File: src/hdl/fcd_consts.svh
// constants of the flash command controller
`ifndef FCD_CONSTS_SVH
`define FCD_CONSTS_SVH
`define FCD_CLK_NS 4
`define FCD_CYC_UP(ns) (((ns) + `FCD_CLK_NS - 1) / `FCD_CLK_NS)
`define FCD_CYC_DN(ns) ((ns) / `FCD_CLK_NS)
`define FCD_SETUP_NS 10
`define FCD_WE_PULSE_NS 35
`define FCD_ACCESS_NS 70
`define FCD_HOLD_NS 20
`define FCD_SYNC_STAGES 2
`define FCD_WINDOW_US 50
`define FCD_SUSP_US 20
`define FCD_REG_CTRL 8'h00
`define FCD_REG_ADDR 8'h04
`define FCD_REG_WDATA 8'h08
`define FCD_REG_STATUS 8'h0C
`define FCD_REG_RDATA 8'h10
`define FCD_ST_BUSY 0
`define FCD_ST_DONE 1
`define FCD_ST_REFUSED 2
`define FCD_ST_READY 3
`define FCD_ST_TIMEOUT 4
`define FCD_ST_BYPASS 5
`define FCD_ST_IDENT 6
`define FCD_ST_SUSP 7
`define FCD_ST_SECT 8
`define FCD_ST_SECURE 9
`define FCD_ST_FAIL 10
`define FCD_DQ_TOGGLE1 6
`define FCD_DQ_TIMEOUT 5
`define FCD_ADR_UNLOCK1 11'h555
`define FCD_ADR_UNLOCK2 11'h2AA
`define FCD_ADR_QUERY 11'h055
`define FCD_CMD_RESET 8'hF0
`define FCD_CMD_UNLOCK1 8'hAA
`define FCD_CMD_UNLOCK2 8'h55
`define FCD_CMD_IDENT 8'h90
`define FCD_CMD_PROG 8'hA0
`define FCD_CMD_BYPASS 8'h20
`define FCD_CMD_ERASE 8'h80
`define FCD_CMD_CHIP 8'h10
`define FCD_CMD_SECTOR 8'h30
`define FCD_CMD_SUSPEND 8'hB0
`define FCD_CMD_QUERY 8'h98
`define FCD_CMD_SECURE 8'h88
`define FCD_CMD_EXIT 8'h00
`endif

File: src/hdl/fcd_pkg.sv
// types of the flash command controller
package fcd_pkg;
	typedef enum logic [3:0] {
		OP_RESET = 4'b0000, OP_READ = 4'b0001, OP_IDENT = 4'b0010, OP_PROG = 4'b0011,
		OP_BYP_EN = 4'b0100, OP_BYP_PROG = 4'b0101, OP_BYP_EXIT = 4'b0110,
		OP_CHIP = 4'b0111, OP_SECT = 4'b1000, OP_SECT_ADD = 4'b1001,
		OP_SUSPEND = 4'b1010, OP_RESUME = 4'b1011, OP_QUERY = 4'b1100,
		OP_SEC_EN = 4'b1101, OP_SEC_EX = 4'b1110, OP_POLL = 4'b1111
	} fcd_op_e;
	typedef enum logic [1:0] {
		ST_IDLE = 2'b00, ST_ISSUE = 2'b01, ST_WAIT = 2'b10, ST_SUSP = 2'b11
	} fcd_st_e;
	typedef enum logic [1:0] {
		PH_IDLE = 2'b00, PH_SETUP = 2'b01, PH_ACT = 2'b10, PH_HOLD = 2'b11
	} fcd_ph_e;
	typedef struct packed {
		fcd_ph_e ph;
		logic [7:0] cnt;
		logic wr;
		logic [19:0] addr;
		logic [15:0] dq_out;
		logic dq_oe;
		logic ce_n;
		logic we_n;
		logic oe_n;
		logic done;
		logic [15:0] rdata;
	} fcd_eng_s;
	typedef struct packed {
		fcd_st_e st;
		fcd_op_e op;
		logic [2:0] step;
		logic phase;
		logic [15:0] prev;
		logic [19:0] addr;
		logic [15:0] wdata;
		logic [15:0] rdata;
		logic busy;
		logic done;
		logic refused;
		logic tmo_seen;
		logic poll_fail;
		logic byp;
		logic ident;
		logic susp;
		logic sect;
		logic secure;
		logic [15:0] win_cnt;
		logic [15:0] wait_cnt;
		logic req;
		logic req_wr;
		logic [19:0] req_addr;
		logic [15:0] req_data;
		logic ack;
		logic [31:0] dat;
	} fcd_main_s;
endpackage

File: src/hdl/fcd_cyc_if.sv
// one flash bus cycle request between sequencer and cycle engine
`timescale 1ns/1ps
`default_nettype none
interface fcd_cyc_if;
	logic req;
	logic wr;
	logic [19:0] addr;
	logic [15:0] wdata;
	logic done;
	logic [15:0] rdata;
	modport seq (output req, output wr, output addr, output wdata, input done, input rdata);
	modport eng (input req, input wr, input addr, input wdata, output done, output rdata);
endinterface
`default_nettype wire

File: src/hdl/fcd_cycle.sv
// flash pin cycle engine: one write or read cycle per request
`timescale 1ns/1ps
`default_nettype none
`include "fcd_consts.svh"
module fcd_cycle #(
	parameter int unsigned SETUP_CYC = `FCD_CYC_UP(`FCD_SETUP_NS),
	parameter int unsigned PULSE_CYC = `FCD_CYC_UP(`FCD_WE_PULSE_NS),
	parameter int unsigned ACCESS_CYC = `FCD_CYC_UP(`FCD_ACCESS_NS) + `FCD_SYNC_STAGES,
	parameter int unsigned HOLD_CYC = `FCD_CYC_UP(`FCD_HOLD_NS)
) (
	input wire logic clock,
	input wire logic srst,
	fcd_cyc_if.eng cyc,
	input wire logic [15:0] dq_sync,
	output logic [19:0] flash_addr,
	output logic [15:0] flash_dq_out,
	output logic flash_dq_oe,
	output logic flash_ce_n,
	output logic flash_we_n,
	output logic flash_oe_n
);
	fcd_pkg::fcd_eng_s r_reg, r_next;
	always_comb begin
		r_next = r_reg;
		r_next.done = 1'b0;
		if (r_reg.cnt != 8'h00) begin
			r_next.cnt = r_reg.cnt - 8'h01;
		end
		unique case (r_reg.ph)
			fcd_pkg::PH_IDLE: if (cyc.req) begin
				// address and data stand before the strobe falls and after it rises
				r_next.wr = cyc.wr;
				r_next.addr = cyc.addr;
				r_next.dq_out = cyc.wdata;
				r_next.dq_oe = cyc.wr;
				r_next.ce_n = 1'b0;
				r_next.cnt = 8'(SETUP_CYC - 1);
				r_next.ph = fcd_pkg::PH_SETUP;
			end
			fcd_pkg::PH_SETUP: if (r_reg.cnt == 8'h00) begin
				r_next.we_n = !r_reg.wr;
				r_next.oe_n = r_reg.wr;
				// read pulse covers access time plus synchroniser delay
				r_next.cnt = r_reg.wr ? 8'(PULSE_CYC - 1) : 8'(ACCESS_CYC - 1);
				r_next.ph = fcd_pkg::PH_ACT;
			end
			fcd_pkg::PH_ACT: if (r_reg.cnt == 8'h00) begin
				if (!r_reg.wr) begin
					r_next.rdata = dq_sync;
				end
				r_next.we_n = 1'b1;
				r_next.oe_n = 1'b1;
				r_next.cnt = 8'(HOLD_CYC - 1);
				r_next.ph = fcd_pkg::PH_HOLD;
			end
			fcd_pkg::PH_HOLD: if (r_reg.cnt == 8'h00) begin
				r_next.ce_n = 1'b1;
				r_next.dq_oe = 1'b0;
				r_next.done = 1'b1;
				r_next.ph = fcd_pkg::PH_IDLE;
			end
		endcase
	end
	always_ff @(posedge clock) begin
		if (srst) begin
			r_reg <= '0;
			r_reg.ce_n <= 1'b1;
			r_reg.we_n <= 1'b1;
			r_reg.oe_n <= 1'b1;
		end else begin
			r_reg <= r_next;
		end
	end
	assign cyc.done = r_reg.done;
	assign cyc.rdata = r_reg.rdata;
	assign flash_addr = r_reg.addr;
	assign flash_dq_out = r_reg.dq_out;
	assign flash_dq_oe = r_reg.dq_oe;
	assign flash_ce_n = r_reg.ce_n;
	assign flash_we_n = r_reg.we_n;
	assign flash_oe_n = r_reg.oe_n;

	// assertion helper: a count keeps the strobe check short for any pulse parameter
	logic [7:0] we_low_cnt;
	always_ff @(posedge clock) begin
		if (srst || flash_we_n) begin
			we_low_cnt <= 8'h00;
		end else begin
			we_low_cnt <= we_low_cnt + 8'h01;
		end
	end
endmodule // fcd_cycle
`default_nettype wire

File: src/hdl/fcd_sync.sv
// two-flop synchroniser for pin inputs
`timescale 1ns/1ps
`default_nettype none
module fcd_sync #(
	parameter int unsigned W = 1
) (
	input wire logic clock,
	input wire logic srst,
	input wire logic [W-1:0] d,
	output logic [W-1:0] q
);
	typedef struct packed {
		logic [W-1:0] s1;
		logic [W-1:0] s2;
	} fcd_sync_s;
	fcd_sync_s r_reg, r_next;
	always_comb begin
		r_next = r_reg;
		r_next.s1 = d;
		r_next.s2 = r_reg.s1;
	end
	always_ff @(posedge clock) begin
		if (srst) begin
			r_reg <= '0;
		end else begin
			r_reg <= r_next;
		end
	end
	assign q = r_reg.s2;
endmodule // fcd_sync
`default_nettype wire

File: src/hdl/fcd_top.sv
// flash command controller: wishbone registers to flash command sequences
// Operation
// one write of F0 anywhere resets bank; erase-suspended bank returns to suspend-read.
// host issues reset to leave identification, or when timeout flag rises during status.
// array reads need no unlock or command cycles.
// all command cycles are writes except plain reads and identification fourth cycle.
// upper data byte is ignored in command cycles.
// upper address bits are ignored unless a sector or bank is meant.
// identification is 555/AA, 2AA/55, bank 555/90, then reads at X00, X01.
// identification read at sector offset X02 gives 01h protected, 00h unprotected.
// identification read at bank offset X03 gives 80h factory locked, else 00h.
// program is 555/AA, 2AA/55, 555/A0, then target address with data.
// address taken at later falling strobe edge, data at earlier rising edge.
// bypass entered by three writes ending 20 at 555; then two-write program.
// bypass left by 90 then 00 at any addresses.
// erase is six writes; last is 10 at 555 or 30 at sector.
// sector chosen uniquely by upper address field for erase and protect queries.
// suspend is B0 at bank address, honoured only during sector erase.
// while suspended, other sectors read and program, and identification is accepted.
// resume is 30 at suspended bank, accepted only while suspended.
// query is 98 at 55, only in array read or identification mode.
// secure entry is three writes ending 88; exit four writes ending 00.
// busy device shows poll, toggle, window and timeout bits and ready-busy pin.
// further sector addresses with 30 accepted within 50 us window.
// suspend takes effect within 20 us, immediately inside the erase window.
// in bypass only bypass program and bypass exit are accepted; op_ok also accepts read and poll orders there.
// a write off the expected sequence abandons it and returns to array reads.
`timescale 1ns/1ps
`default_nettype none
`include "fcd_consts.svh"
module fcd_top #(
	parameter logic [15:0] WINDOW_CYC = 16'(`FCD_CYC_DN(`FCD_WINDOW_US * 1000)),
	parameter logic [15:0] SUSP_CYC = 16'(`FCD_CYC_UP(`FCD_SUSP_US * 1000))
) (
	input wire logic clock,
	input wire logic srst,
	input wire logic wb_cyc_i,
	input wire logic wb_stb_i,
	input wire logic wb_we_i,
	input wire logic [7:0] wb_adr_i,
	input wire logic [31:0] wb_dat_i,
	input wire logic [3:0] wb_sel_i,
	output logic [31:0] wb_dat_o,
	output logic wb_ack_o,
	output logic [19:0] flash_addr,
	output logic [15:0] flash_dq_out,
	output logic flash_dq_oe,
	input wire logic [15:0] flash_dq_in,
	output logic flash_ce_n,
	output logic flash_we_n,
	output logic flash_oe_n,
	input wire logic ready_busy_output
);
	fcd_pkg::fcd_main_s r_reg, r_next;
	fcd_cyc_if cyc ();
	logic [16:0] pins_sync;

	fcd_sync #(.W(17)) u_sync (
		.clock(clock),
		.srst(srst),
		.d({ready_busy_output, flash_dq_in}),
		.q(pins_sync)
	);
	fcd_cycle u_cycle (
		.clock(clock),
		.srst(srst),
		.cyc(cyc.eng),
		.dq_sync(pins_sync[15:0]),
		.flash_addr(flash_addr),
		.flash_dq_out(flash_dq_out),
		.flash_dq_oe(flash_dq_oe),
		.flash_ce_n(flash_ce_n),
		.flash_we_n(flash_we_n),
		.flash_oe_n(flash_oe_n)
	);

	function automatic logic [2:0] seq_len(input fcd_pkg::fcd_op_e op);
		unique case (op)
			fcd_pkg::OP_BYP_PROG, fcd_pkg::OP_BYP_EXIT: seq_len = 3'h2;
			fcd_pkg::OP_BYP_EN, fcd_pkg::OP_SEC_EN: seq_len = 3'h3;
			fcd_pkg::OP_IDENT, fcd_pkg::OP_PROG, fcd_pkg::OP_SEC_EX: seq_len = 3'h4;
			fcd_pkg::OP_CHIP, fcd_pkg::OP_SECT: seq_len = 3'h6;
			default: seq_len = 3'h1;
		endcase
	endfunction

	function automatic logic [36:0] wcmd(input logic [19:0] a, input logic [7:0] c);
		wcmd = {1'b0, a, 8'h00, c};
	endfunction

	// entry is {read, address, data}; unlock cycles keep the caller's upper bits
	function automatic logic [36:0] seq_ent(input fcd_pkg::fcd_op_e op,
		input logic [2:0] step, input logic [19:0] a, input logic [15:0] d);
		logic [19:0] u1;
		logic [19:0] u2;
		logic [7:0] c3;
		u1 = {a[19:11], `FCD_ADR_UNLOCK1};
		u2 = {a[19:11], `FCD_ADR_UNLOCK2};
		c3 = `FCD_CMD_ERASE;
		unique case (op)
			fcd_pkg::OP_IDENT: c3 = `FCD_CMD_IDENT;
			fcd_pkg::OP_SEC_EX: c3 = `FCD_CMD_IDENT;
			fcd_pkg::OP_PROG: c3 = `FCD_CMD_PROG;
			fcd_pkg::OP_BYP_EN: c3 = `FCD_CMD_BYPASS;
			fcd_pkg::OP_SEC_EN: c3 = `FCD_CMD_SECURE;
			default: c3 = `FCD_CMD_ERASE;
		endcase
		unique case (op)
			fcd_pkg::OP_RESET: seq_ent = wcmd(a, `FCD_CMD_RESET);
			fcd_pkg::OP_READ, fcd_pkg::OP_POLL: seq_ent = {1'b1, a, 16'h0000};
			fcd_pkg::OP_BYP_PROG: seq_ent = (step == 3'h0) ? wcmd(a, `FCD_CMD_PROG)
				: {1'b0, a, d};
			fcd_pkg::OP_BYP_EXIT: seq_ent = (step == 3'h0) ? wcmd(a, `FCD_CMD_IDENT)
				: wcmd(a, `FCD_CMD_EXIT);
			fcd_pkg::OP_SECT_ADD, fcd_pkg::OP_RESUME: seq_ent = wcmd(a, `FCD_CMD_SECTOR);
			fcd_pkg::OP_SUSPEND: seq_ent = wcmd(a, `FCD_CMD_SUSPEND);
			fcd_pkg::OP_QUERY: seq_ent = wcmd({a[19:11], `FCD_ADR_QUERY}, `FCD_CMD_QUERY);
			default: begin
				// unlock-prefixed sequences
				unique case (step)
					3'h0, 3'h3: seq_ent = wcmd(u1, `FCD_CMD_UNLOCK1);
					3'h1, 3'h4: seq_ent = wcmd(u2, `FCD_CMD_UNLOCK2);
					3'h2: seq_ent = wcmd(u1, c3);
					default: seq_ent = (op == fcd_pkg::OP_CHIP) ? wcmd(u1, `FCD_CMD_CHIP)
						: wcmd(a, `FCD_CMD_SECTOR);
				endcase
				if (step == 3'h3) begin
					if (op == fcd_pkg::OP_IDENT) begin
						seq_ent = {1'b1, a, 16'h0000};
					end else if (op == fcd_pkg::OP_PROG) begin
						seq_ent = {1'b0, a, d};
					end else if (op == fcd_pkg::OP_SEC_EX) begin
						seq_ent = wcmd(a, `FCD_CMD_EXIT);
					end
				end
			end
		endcase
	endfunction

	// which operations the device will take in the mode the host believes it is in
	function automatic logic op_ok(input fcd_pkg::fcd_main_s s, input fcd_pkg::fcd_op_e op);
		op_ok = 1'b1;
		if (s.byp) begin
			op_ok = op inside {fcd_pkg::OP_BYP_PROG, fcd_pkg::OP_BYP_EXIT,
				fcd_pkg::OP_READ, fcd_pkg::OP_POLL};
		end else if (s.sect && !s.susp) begin
			op_ok = op inside {fcd_pkg::OP_SUSPEND, fcd_pkg::OP_SECT_ADD,
				fcd_pkg::OP_READ, fcd_pkg::OP_POLL};
		end
		unique case (op)
			fcd_pkg::OP_BYP_PROG, fcd_pkg::OP_BYP_EXIT: op_ok = op_ok && s.byp;
			fcd_pkg::OP_QUERY: op_ok = op_ok && !s.sect && !s.susp;
			fcd_pkg::OP_SUSPEND: op_ok = op_ok && s.sect && !s.susp;
			fcd_pkg::OP_RESUME: op_ok = op_ok && s.susp;
			fcd_pkg::OP_SECT_ADD: op_ok = op_ok && s.sect && (s.win_cnt != 16'h0000);
			fcd_pkg::OP_CHIP, fcd_pkg::OP_SECT: op_ok = op_ok && !s.susp;
			default: op_ok = op_ok;
		endcase
	endfunction

	function automatic logic [31:0] lanes(input logic [31:0] o, input logic [31:0] v,
		input logic [3:0] s);
		for (int i = 0; i < 4; i++) begin
			lanes[8*i +: 8] = s[i] ? v[8*i +: 8] : o[8*i +: 8];
		end
	endfunction

	always_comb begin
		logic [36:0] e;
		logic fin;
		logic [31:0] sw;
		fcd_pkg::fcd_op_e nop;
		e = seq_ent(r_reg.op, r_reg.step, r_reg.addr, r_reg.wdata);
		fin = 1'b0;
		sw = 32'h0000_0000;
		nop = fcd_pkg::fcd_op_e'(wb_dat_i[3:0]);
		r_next = r_reg;
		r_next.req = 1'b0;
		r_next.ack = 1'b0;
		if (r_reg.win_cnt != 16'h0000) begin
			r_next.win_cnt = r_reg.win_cnt - 16'h0001;
		end
		unique case (r_reg.st)
			fcd_pkg::ST_IDLE: begin
			end
			fcd_pkg::ST_ISSUE: begin
				r_next.req = 1'b1;
				r_next.req_wr = !e[36];
				r_next.req_addr = e[35:16];
				r_next.req_data = e[15:0];
				r_next.st = fcd_pkg::ST_WAIT;
			end
			fcd_pkg::ST_WAIT: if (cyc.done) begin
				if (e[36]) begin
					r_next.rdata = cyc.rdata;
				end
				if (r_reg.op == fcd_pkg::OP_POLL) begin
					// two reads in a row: toggle stopped means finished
					r_next.prev = cyc.rdata;
					r_next.phase = 1'b1;
					r_next.st = fcd_pkg::ST_ISSUE;
					if (r_reg.phase && cyc.rdata[`FCD_DQ_TOGGLE1] == r_reg.prev[`FCD_DQ_TOGGLE1]) begin
						r_next.st = fcd_pkg::ST_IDLE;
						r_next.busy = 1'b0;
						r_next.done = 1'b1;
						r_next.sect = r_reg.sect && r_reg.susp;
					end else if (r_reg.phase && cyc.rdata[`FCD_DQ_TIMEOUT]) begin
						r_next.tmo_seen = 1'b1;
						r_next.poll_fail = 1'b1;
						r_next.op = fcd_pkg::OP_RESET;
						r_next.step = 3'h0;
					end
				end else if (r_reg.step == seq_len(r_reg.op) - 3'h1) begin
					fin = 1'b1;
				end else begin
					r_next.step = r_reg.step + 3'h1;
					r_next.st = fcd_pkg::ST_ISSUE;
				end
			end
			fcd_pkg::ST_SUSP: begin
				r_next.wait_cnt = r_reg.wait_cnt - 16'h0001;
				if (r_reg.wait_cnt == 16'h0000) begin
					r_next.st = fcd_pkg::ST_IDLE;
					r_next.busy = 1'b0;
					r_next.done = 1'b1;
					r_next.wait_cnt = 16'h0000;
				end
			end
		endcase
		if (fin) begin
			r_next.st = fcd_pkg::ST_IDLE;
			r_next.busy = 1'b0;
			r_next.done = 1'b1;
			unique case (r_reg.op)
				fcd_pkg::OP_RESET: begin
					r_next.ident = 1'b0;
					r_next.sect = r_reg.sect && r_reg.susp;
				end
				fcd_pkg::OP_IDENT: r_next.ident = 1'b1;
				fcd_pkg::OP_BYP_EN: r_next.byp = 1'b1;
				fcd_pkg::OP_BYP_EXIT: r_next.byp = 1'b0;
				fcd_pkg::OP_SEC_EN: r_next.secure = 1'b1;
				fcd_pkg::OP_SEC_EX: r_next.secure = 1'b0;
				fcd_pkg::OP_RESUME: r_next.susp = 1'b0;
				fcd_pkg::OP_SECT, fcd_pkg::OP_SECT_ADD: begin
					r_next.sect = 1'b1;
					r_next.win_cnt = WINDOW_CYC;
				end
				fcd_pkg::OP_SUSPEND: begin
					r_next.susp = 1'b1;
					r_next.win_cnt = 16'h0000;
					// inside the window the device stops at once, so no wait
					if (r_reg.win_cnt == 16'h0000) begin
						r_next.st = fcd_pkg::ST_SUSP;
						r_next.wait_cnt = SUSP_CYC;
						r_next.busy = 1'b1;
						r_next.done = 1'b0;
					end
				end
				fcd_pkg::OP_PROG, fcd_pkg::OP_BYP_PROG, fcd_pkg::OP_CHIP: begin
					r_next.op = fcd_pkg::OP_POLL;
					r_next.step = 3'h0;
					r_next.phase = 1'b0;
					r_next.st = fcd_pkg::ST_ISSUE;
					r_next.busy = 1'b1;
					r_next.done = 1'b0;
				end
				default: begin
				end
			endcase
		end
		sw[`FCD_ST_BUSY] = r_reg.busy;
		sw[`FCD_ST_DONE] = r_reg.done;
		sw[`FCD_ST_REFUSED] = r_reg.refused;
		sw[`FCD_ST_READY] = pins_sync[16];
		sw[`FCD_ST_TIMEOUT] = r_reg.tmo_seen;
		sw[`FCD_ST_BYPASS] = r_reg.byp;
		sw[`FCD_ST_IDENT] = r_reg.ident;
		sw[`FCD_ST_SUSP] = r_reg.susp;
		sw[`FCD_ST_SECT] = r_reg.sect;
		sw[`FCD_ST_SECURE] = r_reg.secure;
		sw[`FCD_ST_FAIL] = r_reg.poll_fail;
		if (wb_cyc_i && wb_stb_i && !r_reg.ack) begin
			r_next.ack = 1'b1;
			r_next.dat = 32'h0000_0000;
			if (wb_we_i) begin
				unique case (wb_adr_i)
					`FCD_REG_CTRL: if (wb_sel_i[0]) begin
						// a refused order never reaches the pins
						if (r_reg.busy || !op_ok(r_reg, nop)) begin
							r_next.refused = 1'b1;
						end else begin
							r_next.refused = 1'b0;
							r_next.done = 1'b0;
							r_next.poll_fail = 1'b0;
							r_next.busy = 1'b1;
							r_next.op = nop;
							r_next.step = 3'h0;
							r_next.phase = 1'b0;
							r_next.st = fcd_pkg::ST_ISSUE;
						end
					end
					`FCD_REG_ADDR: r_next.addr = 20'(lanes(32'(r_reg.addr), wb_dat_i, wb_sel_i));
					`FCD_REG_WDATA: r_next.wdata = 16'(lanes(32'(r_reg.wdata), wb_dat_i, wb_sel_i));
					default: begin
					end
				endcase
			end else begin
				unique case (wb_adr_i)
					`FCD_REG_CTRL: r_next.dat = 32'(r_reg.op);
					`FCD_REG_ADDR: r_next.dat = 32'(r_reg.addr);
					`FCD_REG_WDATA: r_next.dat = 32'(r_reg.wdata);
					`FCD_REG_STATUS: r_next.dat = sw;
					`FCD_REG_RDATA: r_next.dat = 32'(r_reg.rdata);
					default: r_next.dat = 32'h0000_0000;
				endcase
			end
		end
	end

	always_ff @(posedge clock) begin
		if (srst) begin
			r_reg <= '0;
		end else begin
			r_reg <= r_next;
		end
	end
	assign cyc.req = r_reg.req;
	assign cyc.wr = r_reg.req_wr;
	assign cyc.addr = r_reg.req_addr;
	assign cyc.wdata = r_reg.req_data;
	assign wb_ack_o = r_reg.ack;
	assign wb_dat_o = r_reg.dat;

	logic issuing;
	assign issuing = r_reg.st == fcd_pkg::ST_ISSUE;
endmodule // fcd_top
`default_nettype wire

File: config.mk
export PLATFORM = sky130hd
export DESIGN_NAME = fcd_top
export DESIGN_NICKNAME = d
export VERILOG_FILES = /design/src/hdl/fcd_pkg.sv /design/src/hdl/fcd_cyc_if.sv /design/src/hdl/fcd_cycle.sv /design/src/hdl/fcd_sync.sv /design/src/hdl/fcd_top.sv
export VERILOG_INCLUDE_DIRS = /design/src /design/src/hdl
export SDC_FILE = /design/constraint.sdc
export NUM_CORES = 1
export LEC_CHECK = 0
export BUFFER_PORTS_ARGS = -buffer_cell sky130_fd_sc_hd__buf_4
export CAP_MARGIN = 0
export CORE_MARGIN = 2
export CORE_UTILIZATION = 45
export CTS_CLUSTER_DIAMETER = 50
export DETAILED_ROUTE_END_ITERATION = 6
export PLACE_DENSITY = 0.64
export SLEW_MARGIN = 20
export SYNTH_ARGS = -nofsm -noshare
export SYNTH_HDL_FRONTEND = slang
export SYNTH_HIERARCHICAL = 1
export SYNTH_SLANG_ARGS = --single-unit
export TNS_END_PERCENT = 1
File: constraint.sdc
create_clock -name clock -period 3.3 [get_ports clock]
set_input_delay 0.495 -clock clock [delete_from_list [all_inputs] [get_ports clock]]
set_output_delay 0.495 -clock clock [all_outputs]
set_load 0.01 [all_outputs]
==> impl_results.md <==
- Leak: ~0.0054 µW
- Avg Vias per Cell: 5.34
- Top_reg_cell synth: dfxtp_1
- Pwr Density: between 500 and 600 nW/µm²
- Warnings from Yosys: 6
- First-pass DRT Iterations: 5
- Root Buffer: clkbuf_16
- Fin. Hold Viols: 0
- IO Port Bufs: between 100 and 150
- Post-route ant nets: 0
- Avg Synthesized Cell Area: around 8.5 µm²
- Mux share of post-synthesis cell area: 7.83%
- Max Cap Viol: 0
- Area Growth Syn to Fin: 14.9%
- Routed vias: 9747
- Share of layout cells above drive strength 1: 15.8%
- Outcome: completed
- Hold_ws: approximately 0.18 ns
- Finished Layout Cells: ~1800
- Avg WL per Cell: ~16 µm
- Synth Area in Adders: between 1 and 1.5%
- Pins Over Slew Limit: 0
- Worst Tran Pin Value: approximately 0.79 ns
- Crit. End Element: register
- Initial Util: between 40 and 50%
- Congestion Overflow GR: 0
- Finished Cell Area: 14000 µm²
- TritonCTS Buffers: 34
- Rel. slew slack: 47.0%
- RSZ-0062 raised after global routing: no
- CP Data Required Time: 3.72 ns
- Clock slew at reported path FFs: 0.06 ns
- Critical path peak fanout: 8
- Die Span X: ~170 µm
- # hold bufs at CTS: 0
- CTS sink count: 269
- Largest family of logic cells by synthesized area: simple AND/OR/NAND/NOR gates
- Die footprint: 28300 µm²
- I/O pin total: around 140
- Worst Clk Skew: 0.0221 ns
- Post-CTS Resized: 0
- First-pass GRT wire length: approximately 47000 µm
- Hold WC Path Type: in -> reg
- H-tree lvl count: 2
- Share of synthesized registers carrying an async set or reset: 0%
- Dpl cells: 1770
- Nets@finish: between 1500 and 2000
- Setup violators final: 0
- Core Footprint: 26700 µm²
- EDFF count, synth: 0
- Vias in the first global route: 8868
- Number of antenna cells inserted: 0
- Sequential area share after synthesis: 44.3%
- HPWL after DPL: 20200 µm
- Max clock buf depth: 3
- Crit path kind: reg -> reg
- Critical Path Start Type: register
- Largest net degree at the start of global routing: 92
- Area share of xor/xnor cells in the synthesized design: under 10%
- Die Ht: roughly 170 µm
- Synth cell types: 72
- Worst EP arrival: roughly 3.6 ns
- CTS tree: built
- Initial antenna violation count: 0
- Max Fclk: 320 MHz
- Residual DRC: 0
- Drt total wl: ~29000 µm
- Initial DRC Count: 664
- Post-Synthesis Cells: roughly 1400
- Row cnt: 60
- Seq cells post-synth: between 200 and 300
- Final RePlAce weighted congestion: approximately 0.83
- Period utilisation layout: between 90% and 100%
- Tmin final: 3.13 ns
- Peak VDD IR: between 0.3 and 0.4 mV
- Later-pin clock latency in the skew report: approximately 0.52 ns
- Post-CTS Repair Setup Buffers: 0
- All-Layer GR Usage: between 20% and 30%
- Simple-gate share of the synthesized area: approximately 22%
- Max FFs per register: ~110
- DP Area: 12800 µm²
- Synth Area in Compound Gates: a little over an eighth
- Syn Std Cell Area: 12200 µm²
## cells in the final DEF, fill, tap and decap left out, types with 6 or more instances in the layout
master | synthesis | routed
nor3_1 | 34 | 34
nor3b_1 | 8 | 8
xnor2_1 | 22 | 22
nor2_1 | 208 | 206
xor2_1 | 17 | 17
o31ai_1 | 7 | 7
ha_1 | 11 | 11
o211ai_1 | 8 | 8
dfxtp_1 | 269 | 269
a21oi_1 | 125 | 125
o21ai_0 | 27 | 27
a211oi_1 | 14 | 14
a22oi_1 | 21 | 21
o21a_1 | 6 | 6
nor4_1 | 14 | 14
nand2_1 | 171 | 171
conb_1 | 1 | 12
inv_1 | 22 | 22
nand3b_1 | 9 | 9
mux2_2 | 9 | 9
nand3_1 | 32 | 32
mux2i_1 | 76 | 76
nor2b_1 | 44 | 44
nand2b_1 | 12 | 12
or3_1 | 9 | 9
clkbuf_16 | 0 | 35
buf_4 | 84 | 150
## cell type report
cell class	count	area [µm²]
clock buffer	44	960
clock inverter	12	175
fill	2515	12800
inverter	23	88.8
multi-input combinational	985	5770
sequential	269	5390
tap	341	427
timing repair buffer	152	1160
## critical path, cell delays in order, from the launching register on
cell and delay [ns]:
dfxtp_1 0.34, nor4_1 0.43, nand2b_1 0.20, or4_1 0.66
a31oi_4 0.25, a2111oi_4 0.09, buf_4 0.21, nand3b_1 0.16
a21oi_1 0.34, buf_4 0.18, a21oi_1 0.06, o32ai_1 0.11
## kinds of logic (layout without fill, tap and decap cells)
logic type	count (synthesis)	in the layout
buffers and inverters	185	231
AOI/OAI and AO/OA	254	254
DFF	269	269
other	1	12
xor gates and xnor gates	39	39
and+or+nand+nor	579	579
adders and majority gates	12	12
muxes	89	89
## synth_stat cells, types with 11 or more instances
library cell	instances	share of area (%)
dfxtp_1	269	44
nor2_1	208	6.4
nand2_1	171	5.3
a21oi_1	125	5.1
buf_4	84	5.2
mux2i_1	76	6.3
clkbuf_1	63	1.9
nor2b_1	44	2.3
nor3_1	34	1.4
nand3_1	32	1.3
o21ai_0	27	1.1
inv_1	22	0.68
xnor2_1	22	1.6
a22oi_1	21	1.3
xor2_1	17	1.2
a211oi_1	14	0.86
nor4_1	14	0.72
nand2b_1	12	0.62
ha_1	11	1.1
## power breakdown
group	leakage (µW)	internal, µW	switching, µW
Clock	0.000553	2300	1430
Sequential	0.00218	3390	124
Combinational	0.00269	468	561
Total	0.00542	6160	2110
## worst paths after layout
kind | slack, ns | from | depth (start not counted) | endpoint
setup reg to reg | 0.17 | r_reg[96]$_SDFF_PP0_ | 11 | register
hold / removal | 0.18 | flash_dq_in[8] | 2 | u_sync/r_next[8]$_SDFF_PP0_
hold reg to reg | 0.43 | u_sync/r_next[11]$_SDFF_PP0_ | 1 | u_sync/q[11]$_SDFF_PP0_
setup / recovery | 0.17 | r_reg[96]$_SDFF_PP0_ | 11 | register
## per-layer routing
metal	global-route usage (%)	wire [µm]	up-vias
met2	30.2	12400	281
met3	3.83	1710	51
met1	29.1	14000	4555
met4	6.71	767	0
li1	-	-	4860
met5	0	0	-
## metrics by stage
| stage | power, µW | TNS (ns) | util (%) | worst slack [ns] |
|---|---|---|---|---|
| after floorplan | 4390 | 0 | - | 0.0803 |
| after global placement | 4580 | -0.126 | 48.0 | -0.0835 |
| after detailed placement | 4610 | -0.344 | 48.0 | -0.168 |
| after CTS | 8340 | 0 | 52.2 | 0.171 |
| after global routing | 8620 | 0 | 52.2 | 0.00664 |
| final | 8270 | 0 | 52.2 | 0.171 |
No activity file was read; power rests on OpenSTA's default activity.
